**src/interlock_consts.vh**
```
// Constants shared by the pipeline interlock files
`ifndef INTERLOCK_CONSTS_VH
`define INTERLOCK_CONSTS_VH
// Hazard group codes
`define GRP_W 2
`define GRP_NONE 2'h0
`define GRP_AUX 2'h1
`define GRP_PAGE 2'h2
`define GRP_STACK 2'h3
// Memory resource codes
`define RES_W 3
`define RES_NONE 3'h0
`define RES_RAM0 3'h1
`define RES_RAM1 3'h2
`define RES_ROM 3'h3
`define RES_PRI 3'h4
`define RES_EXP 3'h5
// Port limits per cycle
`define INT_PORTS 2'h2
`define EXT_PORTS 2'h1
// Extra decode cycles after an auxiliary load
`define AUX_LOAD_STALL 2'h2
// Register index codes for classification
`define REG_W 5
`define REG_AR_LAST 5'h07
`define REG_IDX0 5'h08
`define REG_IDX1 5'h09
`define REG_BLK 5'h0a
`define REG_DP 5'h0b
`define REG_SP 5'h0c
`endif

```
**src/pipeline_hazard_interlock.v**
```verilog
// Four-stage pipeline interlock: register hazards and memory conflicts
// Notes on behaviour
// - Address registers fall into auxiliary, page and stack groups.
// - Decode waits on a group until its writer finishes execute.
// - Auxiliary load then auxiliary address use costs two decode cycles.
// - Decode stall cycles refetch the next program word when fetch is ready and unblocked, except a busy-port stall's first cycle.
// - Operand read of a group stalls next decode use one cycle.
// - No read stall for index, block size or page registers.
// - Loop counter use by decrement-branch counts as address use.
// - Internal RAM and ROM blocks take two accesses per cycle.
// - External interface takes one access per cycle.
// - Fetch waits when two data accesses fill its internal block.
// - Fetch waits when its external port starts a data access.
// - Multicycle external access runs to end; fetch waits for it.
// - Wait-state fetch holds fetch stage until memory is ready.
// - Store in execute then dual read: only execute proceeds.
// - Double store then any read: read waits one cycle.
// - Interlocked load extends read while external flag is one.
// - Access to a busy port retries, freezing the pipeline.
// - First dummy fetch of busy-port stall meets second decode cycle.
// - Multicycle external load freezes all stages until done.
// - Conditional call or trap holds every stage.
// - Priority execute, read, decode, fetch, then DMA.
// - Decode owns auxiliary and stack pointer updates.
`timescale 1ns/1ps
`default_nettype none
`include "interlock_consts.vh"
module pipeline_hazard_interlock (
  input wire clk_sys,
  input wire reset_n,
  // Decode-stage instruction description
  input wire decValid,
  input wire [`REG_W-1:0] decUseReg,
  input wire decUseValid,
  input wire decIsLoop,
  input wire [`REG_W-1:0] decWriteReg,
  input wire decWriteValid,
  input wire [`REG_W-1:0] decReadReg,
  input wire decReadValid,
  input wire decDualRead,
  input wire decAnyRead,
  input wire decSingleStore,
  input wire decDoubleStore,
  input wire decInterlockLoad,
  input wire decCondCallTrap,
  input wire [`RES_W-1:0] decDataResA,
  input wire [`RES_W-1:0] decDataResB,
  // Fetch request and memory handshakes
  input wire fetchReq,
  input wire [`RES_W-1:0] fetchRes,
  input wire fetchReady,
  input wire extDataDone,
  input wire dmaMultiActive,
  input wire [`RES_W-1:0] dmaRes,
  input wire external_flag_one,
  // Stage controls
  output reg fetchAdvance_r,
  output reg fetchRefetch_r,
  output reg decodeAdvance_r,
  output reg readAdvance_r,
  output reg executeAdvance_r,
  output reg decodeBubble_r,
  output reg readBubble_r,
  output reg executeBubble_r,
  output reg decodeAddrUpdate_r,
  output reg dmaGrant_r
);
  // Pipeline tracking of instructions in read and execute
  reg [`GRP_W-1:0] rdWrGrp_r, exWrGrp_r;
  reg rdRdStall_r;
  reg [`GRP_W-1:0] rdRdGrp_r;
  reg rdAuxLoad_r;
  reg rdDual_r, rdAny_r, rdIlock_r, rdCall_r;
  reg exSingleStore_r, exDoubleStore_r, exCall_r;
  reg rdSingle_r, rdDouble_r;
  reg [`RES_W-1:0] rdResA_r, rdResB_r;
  reg [`RES_W-1:0] busyPort_r;
  reg extWait_r;
  reg [1:0] auxCnt_r, auxCnt_nxt;
  reg busyFirst_r;
  wire [`GRP_W-1:0] useGrp, wrGrp, rdGrp;
  wire rdStalls;
  wire fetchBlocked, dataConflict;
  wire [`RES_W-1:0] busyArb;
  // Address-use, write and read classification
  hazard_group_classify uUse (
    .regIdx(decUseReg),
    .regValid(decUseValid | decIsLoop),
    .group(useGrp),
    .readStalls()
  );
  hazard_group_classify uWr (
    .regIdx(decWriteReg),
    .regValid(decWriteValid),
    .group(wrGrp),
    .readStalls()
  );
  hazard_group_classify uRd (
    .regIdx(decReadReg),
    .regValid(decReadValid),
    .group(rdGrp),
    .readStalls(rdStalls)
  );
  // Busy port seen by fetch: ours or a running DMA burst
  assign busyArb = extWait_r ? busyPort_r :
    (dmaMultiActive ? dmaRes : `RES_NONE);
  mem_port_arbiter uArb (
    .dataResA(rdResA_r),
    .dataResB(rdResB_r),
    .fetchRes(fetchRes),
    .fetchReq(fetchReq),
    .busyPort(busyArb),
    .fetchBlocked(fetchBlocked),
    .dataConflict(dataConflict)
  );
  function isExtRes;
    input [`RES_W-1:0] r;
    begin
      isExtRes = (r == `RES_PRI) || (r == `RES_EXP);
    end
  endfunction
  // Stall terms
  reg holdAll, execOnly, readHold, decStall, fetchStall;
  reg grpWriteHaz, grpReadHaz, busyHit, auxHaz;
  always @* begin
    // Data access to a port still finishing an earlier access
    busyHit = extWait_r && ((rdResA_r == busyPort_r) ||
      (rdResB_r == busyPort_r)) && !extDataDone;
    // Every stage frozen: busy port, long external load, call/trap
    holdAll = busyHit || (extWait_r && !extDataDone) ||
      exCall_r;
    // Only execute proceeds on three data accesses, an external port conflict or interlock
    execOnly = (exSingleStore_r && rdDual_r) ||
      (exDoubleStore_r && rdAny_r) ||
      (rdIlock_r && external_flag_one) ||
      dataConflict;
    readHold = holdAll || execOnly;
    // Group written by read or execute instruction blocks decode use
    grpWriteHaz = (useGrp != `GRP_NONE) &&
      ((useGrp == rdWrGrp_r) || (useGrp == exWrGrp_r));
    // Operand read in read stage blocks next decode use once
    grpReadHaz = (useGrp != `GRP_NONE) && rdRdStall_r &&
      (useGrp == rdRdGrp_r);
    auxHaz = (auxCnt_r != 2'h0) && (useGrp == `GRP_AUX);
    decStall = decValid && (grpWriteHaz || grpReadHaz || auxHaz);
    // Lower units wait whenever the unit above cannot accept
    decStall = decStall || readHold;
    fetchStall = decStall || fetchBlocked || !fetchReady;
  end
  // Extra decode delay counter after an auxiliary load
  always @* begin
    auxCnt_nxt = auxCnt_r;
    // Writer sitting in read already costs the first of the two cycles
    if (rdAuxLoad_r && !readHold)
      auxCnt_nxt = `AUX_LOAD_STALL - 2'h1;
    else if (auxCnt_r != 2'h0)
      auxCnt_nxt = auxCnt_r - 2'h1;
  end
  // Stage advance, bubbles and refetch strobes
  always @(posedge clk_sys) begin
    if (!reset_n) begin
      fetchAdvance_r <= 1'b0;
      fetchRefetch_r <= 1'b0;
      decodeAdvance_r <= 1'b0;
      readAdvance_r <= 1'b0;
      executeAdvance_r <= 1'b0;
      decodeBubble_r <= 1'b0;
      readBubble_r <= 1'b0;
      executeBubble_r <= 1'b0;
      decodeAddrUpdate_r <= 1'b0;
      dmaGrant_r <= 1'b0;
      busyFirst_r <= 1'b0;
    end else begin
      executeAdvance_r <= !holdAll;
      readAdvance_r <= !readHold;
      executeBubble_r <= readHold && !holdAll;
      decodeAdvance_r <= !decStall;
      readBubble_r <= decStall && !readHold;
      // Address generation happens only when decode moves on
      decodeAddrUpdate_r <= !decStall && decValid;
      fetchAdvance_r <= !fetchStall;
      decodeBubble_r <= !decStall && fetchStall;
      // Busy-port freeze skips refetch on its first decode cycle
      busyFirst_r <= busyHit;
      fetchRefetch_r <= decStall && fetchReady && !fetchBlocked &&
        !(busyHit && !busyFirst_r);
      // DMA only takes what the CPU leaves free
      dmaGrant_r <= !(fetchReq && !fetchStall) && !readHold;
    end
  end
  // Track instruction attributes moving through read and execute
  always @(posedge clk_sys) begin
    if (!reset_n) begin
      rdWrGrp_r <= `GRP_NONE;
      exWrGrp_r <= `GRP_NONE;
      rdRdStall_r <= 1'b0;
      rdRdGrp_r <= `GRP_NONE;
      rdAuxLoad_r <= 1'b0;
      rdDual_r <= 1'b0;
      rdAny_r <= 1'b0;
      rdIlock_r <= 1'b0;
      rdCall_r <= 1'b0;
      rdSingle_r <= 1'b0;
      rdDouble_r <= 1'b0;
      exSingleStore_r <= 1'b0;
      exDoubleStore_r <= 1'b0;
      exCall_r <= 1'b0;
      rdResA_r <= `RES_NONE;
      rdResB_r <= `RES_NONE;
      busyPort_r <= `RES_NONE;
      extWait_r <= 1'b0;
      auxCnt_r <= 2'h0;
    end else begin
      auxCnt_r <= auxCnt_nxt;
      if (!holdAll) begin
        // Execute takes the read instruction or a bubble
        exWrGrp_r <= readHold ? `GRP_NONE : rdWrGrp_r;
        exSingleStore_r <= !readHold && rdSingle_r;
        exDoubleStore_r <= !readHold && rdDouble_r;
        exCall_r <= !readHold && rdCall_r;
      end else if (exCall_r) begin
        exCall_r <= 1'b0; // Call store occupies one extra cycle
      end
      if (!readHold) begin
        // Read stage loads decode instruction or a bubble
        rdWrGrp_r <= decStall ? `GRP_NONE : wrGrp;
        rdRdGrp_r <= decStall ? `GRP_NONE : rdGrp;
        rdRdStall_r <= !decStall && rdStalls;
        rdAuxLoad_r <= !decStall && decWriteValid &&
          (decWriteReg <= `REG_AR_LAST);
        rdDual_r <= !decStall && decDualRead;
        rdAny_r <= !decStall && decAnyRead;
        rdIlock_r <= !decStall && decInterlockLoad;
        rdCall_r <= !decStall && decCondCallTrap;
        rdResA_r <= decStall ? `RES_NONE : decDataResA;
        rdResB_r <= decStall ? `RES_NONE : decDataResB;
        // Stores pass through read before they occupy execute
        rdSingle_r <= !decStall && decSingleStore;
        rdDouble_r <= !decStall && decDoubleStore;
      end else begin
        rdRdStall_r <= 1'b0; // Read stall lasts one cycle only
      end
      // External access stays open until the port reports done
      if (extWait_r) begin
        if (extDataDone)
          extWait_r <= 1'b0;
      end else if (!readHold && isExtRes(rdResA_r) && !extDataDone) begin
        extWait_r <= 1'b1;
        busyPort_r <= rdResA_r;
      end
    end
  end
endmodule
`default_nettype wire

```
**src/hazard_group_classify.v**
```verilog
// Maps a register index onto its address hazard group
`timescale 1ns/1ps
`default_nettype none
`include "interlock_consts.vh"
module hazard_group_classify (
  input wire [`REG_W-1:0] regIdx,
  input wire regValid,
  output reg [`GRP_W-1:0] group,
  output reg readStalls
);
  // Group decode; index, block size and page reads never stall
  always @* begin
    group = `GRP_NONE;
    readStalls = 1'b0;
    if (regValid) begin
      if (regIdx <= `REG_BLK) begin
        group = `GRP_AUX;
        readStalls = (regIdx <= `REG_AR_LAST);
      end else if (regIdx == `REG_DP) begin
        group = `GRP_PAGE;
      end else if (regIdx == `REG_SP) begin
        group = `GRP_STACK;
        readStalls = 1'b1;
      end
    end
  end
endmodule
`default_nettype wire

```
**src/mem_port_arbiter.v**
```verilog
// Per-cycle memory bandwidth check for fetch and data accesses
`timescale 1ns/1ps
`default_nettype none
`include "interlock_consts.vh"
module mem_port_arbiter (
  input wire [`RES_W-1:0] dataResA,
  input wire [`RES_W-1:0] dataResB,
  input wire [`RES_W-1:0] fetchRes,
  input wire fetchReq,
  input wire [`RES_W-1:0] busyPort,
  output reg fetchBlocked,
  output reg dataConflict
);
  // Count of accesses one data operand puts on a resource
  function [1:0] hits;
    input [`RES_W-1:0] a;
    input [`RES_W-1:0] r;
    begin
      hits = (a == r && r != `RES_NONE) ? 2'h1 : 2'h0;
    end
  endfunction
  function isExt;
    input [`RES_W-1:0] r;
    begin
      isExt = (r == `RES_PRI) || (r == `RES_EXP);
    end
  endfunction
  reg [1:0] dataOnFetch;
  // Data wins the port; fetch waits when capacity is used up
  always @* begin
    dataOnFetch = hits(dataResA, fetchRes) + hits(dataResB, fetchRes);
    fetchBlocked = 1'b0;
    if (fetchReq) begin
      if (isExt(fetchRes)) begin
        if (dataOnFetch >= `EXT_PORTS)
          fetchBlocked = 1'b1;
        if (busyPort == fetchRes)
          fetchBlocked = 1'b1;
      end else if (fetchRes != `RES_NONE) begin
        if (dataOnFetch >= `INT_PORTS)
          fetchBlocked = 1'b1;
      end
    end
    // Two data accesses to one external port cannot share a cycle
    dataConflict = isExt(dataResA) && (dataResA == dataResB);
  end
endmodule
`default_nettype wire

```
**config.mk**
```make
export PLATFORM = sky130hd
export DESIGN_NAME = pipeline_hazard_interlock
export DESIGN_NICKNAME = d
export VERILOG_FILES = /design/src/pipeline_hazard_interlock.v /design/src/hazard_group_classify.v /design/src/mem_port_arbiter.v
export VERILOG_INCLUDE_DIRS = /design/src
export SDC_FILE = /design/constraint.sdc
export NUM_CORES = 1
export LEC_CHECK = 0
export ABC_AREA = 1
export BUFFER_PORTS_ARGS = -buffer_cell sky130_fd_sc_hd__clkbuf_2
export CAP_MARGIN = 25
export CELL_PAD_IN_SITES_DETAIL_PLACEMENT = 1
export CELL_PAD_IN_SITES_GLOBAL_PLACEMENT = 1
export CORE_MARGIN = 4
export CORE_UTILIZATION = 39
export CTS_CLUSTER_DIAMETER = 50
export DETAILED_ROUTE_END_ITERATION = 6
export PLACE_DENSITY = 0.87
export SKIP_CTS_REPAIR_TIMING = 1
export SYNTH_ARGS = -nofsm -noshare
export SYNTH_HDL_FRONTEND = slang
export SYNTH_SLANG_ARGS = --single-unit
```
**constraint.sdc**
```tcl
create_clock -name clk_sys -period 3.5 [get_ports clk_sys]
set_input_delay 0.175 -clock clk_sys [delete_from_list [all_inputs] [get_ports clk_sys]]
set_output_delay 0.175 -clock clk_sys [all_outputs]
set_load 0.02 [all_outputs]
```
==> summary.md <==
| Metric | Value |
|---|---|
| Post-synthesis cell count | 262 |
| CTS Buffer Depth | 2 |
| Fmax | 476 MHz |
| Mapped Avg Cell Area | 7.40 um2 |
| FF+latch count, synth | 40 |
| GR Util All Layers | 0.168 |
| Clock Power Share | 0.262 |
| Final setup skew | 9.44 ps |
| DR pass1 iterations | 4 |
| Sum of buffers and inverters on the critical path | 3 |
| Detail Route Antenna Nets | 0 |
| Starting Density | 0.408 |
| Final instance area | 2330 um2 |
| Residual DRC | 0 |
| Hold path depth | 3 |
| Antenna diodes | 0 |
| Setup Crit Path Kind | reg -> reg |
| Register-to-Register Path Depth | 9 |
| Levels on crit path | 9 |
| Worst vdd ir | 0.224 mV |
| Register-to-register setup slack | 1400 ps |
| Input/output buffers | 54 |
| Relative max-transition margin | 0.709 |
| Area after DPL | 2250 um2 |
| Yosys warns | 0 |
| Die width | 78.5 um |
| Clk sink count | 40 |
| Final GP Congestion | 0.753 |
| Commonest non-fill, non-tap cell in the layout | nand2_1 |
| Final Util | 0.490 |
| Number of global-route vias before repair | 1,776 |
| Worst EP arrival | 2320 ps |
| Synth Cell Area | 1940 um2 |
| Share of layout cells above drive strength 1 | 0.247 |
| Internal power | 0.745 mW |
| I/O pins | 55 |
| WHS Endpoint | rdResA_r[0] |
| Final Hold Viols | 0 |
| Post-DR wirelength/cell | 13.1 um |
| Iter 0 DRT Violations | 99 |
| CP max stage delay | 340 ps |
| Critical path startpoint | extWait_r |
| GRT overflow | 0 |
| Final Routed Wirelength | 5010 um |
| Core Area | 4750 um2 |
| Outcome | finished, final reports clean |
| Die Y | 78.5 um |
| Worst-Skew Late Latency | 300 ps |
| Endpoints failing setup | 0 |
| Combinational Power Share | 0.256 |
| Setup repair after global routing missed its margin | no |
| Worst-path maximum fanout | 16 |
| Critical Path RT | 3720 ps |
| Reg2reg end | rdSingle_r |
| Library cells used by synthesis | 30 |
| Die area | 6160 um2 |
| Largest net degree at the start of global routing | 18 |
| Initial antenna violation count | 0 |
| Vias | 1,864 |
| CP cell instances | a21oi_1 -> inv_1 -> nor2_4 -> inv_2 -> nor2_4 -> nand2_4 -> inv_4 -> nand2_1 -> o21ai_0 |
| Via/cell ratio | 4.87 |
| H-tree Lvls | 2 |
| Dpl ws | 1430 ps |
| CTS tree | done |
| Final-report max-slew violation count | 0 |
| Reg-to-Reg Start | extWait_r |
| Net Sw Frac | 0.327 |
| Post-detailed-placement half-perimeter wirelength | 3920 um |
| Tmin final | 2100 ps |
| Crit path capture type | flop |
| Register area share after synthesis | 0.413 |
| Area growth, synth to finish | 20.2% |
| Final period utilization | 0.600 |
| CTS Buf Count | 5 |
| Setup WS post-layout | 1400 ps |
| Std-Cell Rows | 25 |
| First-pass GRT wire length | 8110 um |
| Nets | 362 |
| # placed instances | 376 |
| Clk pin slew, worst setup/hold paths | 80 ps |
| MaxCap Viol Count | 0 |
| Commonest cells after routing, fill and taps aside | nand2_1, clkbuf_2, dfxtp_1, inv_1, nand3_1 |
| Worst-margin pin slew | 431 ps |
| CP dominant cell by count | nor2_4 |
| Crit path launch type | flop |
| Delay-heaviest family, CP | simple AND/OR/NAND/NOR gates |
| Sequential Power Share | 0.483 |
| Critical Path Slowest Stage Cell | a21oi_1 |
| Pwr dens | 475 nW/um2 |
| Leakage | 1.13 nW |
| Root Buffer | clkbuf_8 |
| Psw | 0.362 mW |
| Final cell count without fillers | 383 |
| Syn Nets | 308 |
| Post-route setup TNS | 0 ps |
| Min-Delay Startpoint | decDataResA[0] |
| Hold Crit Class | in -> reg |
## Yosys cell counts
cell type  instances  share of area
o21ai_0            8          0.021
a21oi_2            1         0.0045
dfxtp_1           40           0.41
nor2_1            15          0.029
inv_2              3         0.0058
buf_2              2         0.0052
nand4_1            7          0.023
nor2_4             2          0.012
clkbuf_1           3         0.0058
xnor2_1            7          0.032
buf_8              1         0.0077
xor2_1             9          0.041
nor3_1             6          0.015
ha_1               1         0.0065
a22o_1             1         0.0045
o31ai_1            6          0.023
nand2_1           57           0.11
nand3_1           25          0.065
nand2_2            8          0.026
inv_4              1         0.0032
o41ai_1            1         0.0045
nor4_1             1         0.0032
o2111ai_1          1         0.0045
inv_1             32          0.062
nand3b_1           3          0.012
nor2_2             1         0.0032
buf_1              1         0.0019
a21oi_1           16          0.041
nand2_4            2          0.012
o32ai_1            1         0.0045
## area by class of cell
type / instances / area, um2
Fill cell: 640 / 2420
Multi-Input combinational cell: 179 / 961
Sequential cell: 40 / 801
Timing Repair Buffer: 54 / 270
Inverter: 36 / 138
Tap cell: 67 / 83.8
Clock buffer: 6 / 72.6
Clock inverter: 1 / 5.00
## routing by layer
layer	up-vias	wire length (um)	track usage
met5	-	0	0
met4	0	89	0.0629
met3	7	247	0.0470
met2	45	2470	0.288
met1	855	2200	0.198
li1	957	-	-
## how the worst max path moves through the flow
| stage | end | slack [ps] |
|---|---|---|
| 2_1_floorplan | rdCall_r | 2030 |
| 3_3_place_gp | dmaGrant_r | 1520 |
| 3_5_place_dp | rdSingle_r | 1430 |
| 4_1_cts | rdSingle_r | 1380 |
| 5_1_grt | dmaGrant_r | 1130 |
| 6_report | rdSingle_r | 1400 |
## power groups by stage
stage	sequential [mW]	clock (mW)	combinational (mW)
finish	0.535	0.290	0.283
global route	0.539	0.315	0.320
CTS	0.535	0.297	0.286
detailed placement	0.545	0	0.283
global placement	0.543	0	0.273
floorplan	0.553	0	0.191
## cells by family (layout without fill, tap and decap cells)
family          Yosys count  count (layout)  share of synthesized area
simple gates            127             127                      0.309
flops                    40              40                      0.413
compound gates           35              35                      0.108
xor+xnor                 16              16                     0.0723
buf+inv                  43              97                     0.0916
fa+ha+maj                 1               1                    0.00645
## stage by stage
| step | power, mW | hold slack [ps] |
|---|---|---|
| final | 1.11 | 63.5 |
| after global routing | 1.18 | 58.3 |
| after CTS | 1.12 | 58.0 |
| after detailed placement | 0.828 | 370 |
| after global placement | 0.816 | 363 |
| after floorplan | 0.743 | 278 |
## registers in the layout, summed over array words and instances (netlist names), 2 cells and up
register / flops
auxCnt_r: 2
rdRdGrp_r: 2
rdResB_r: 3
exWrGrp_r: 2
rdWrGrp_r: 2
busyPort_r: 3
rdResA_r: 3
## tightest hold or removal path: cells and delay by family
| family | cells | cell delay [ps] |
|---|---|---|
| buf+inv | 1 | 70 |
| simple gates | 2 | 80 |
(Power assumes the default switching activity.)
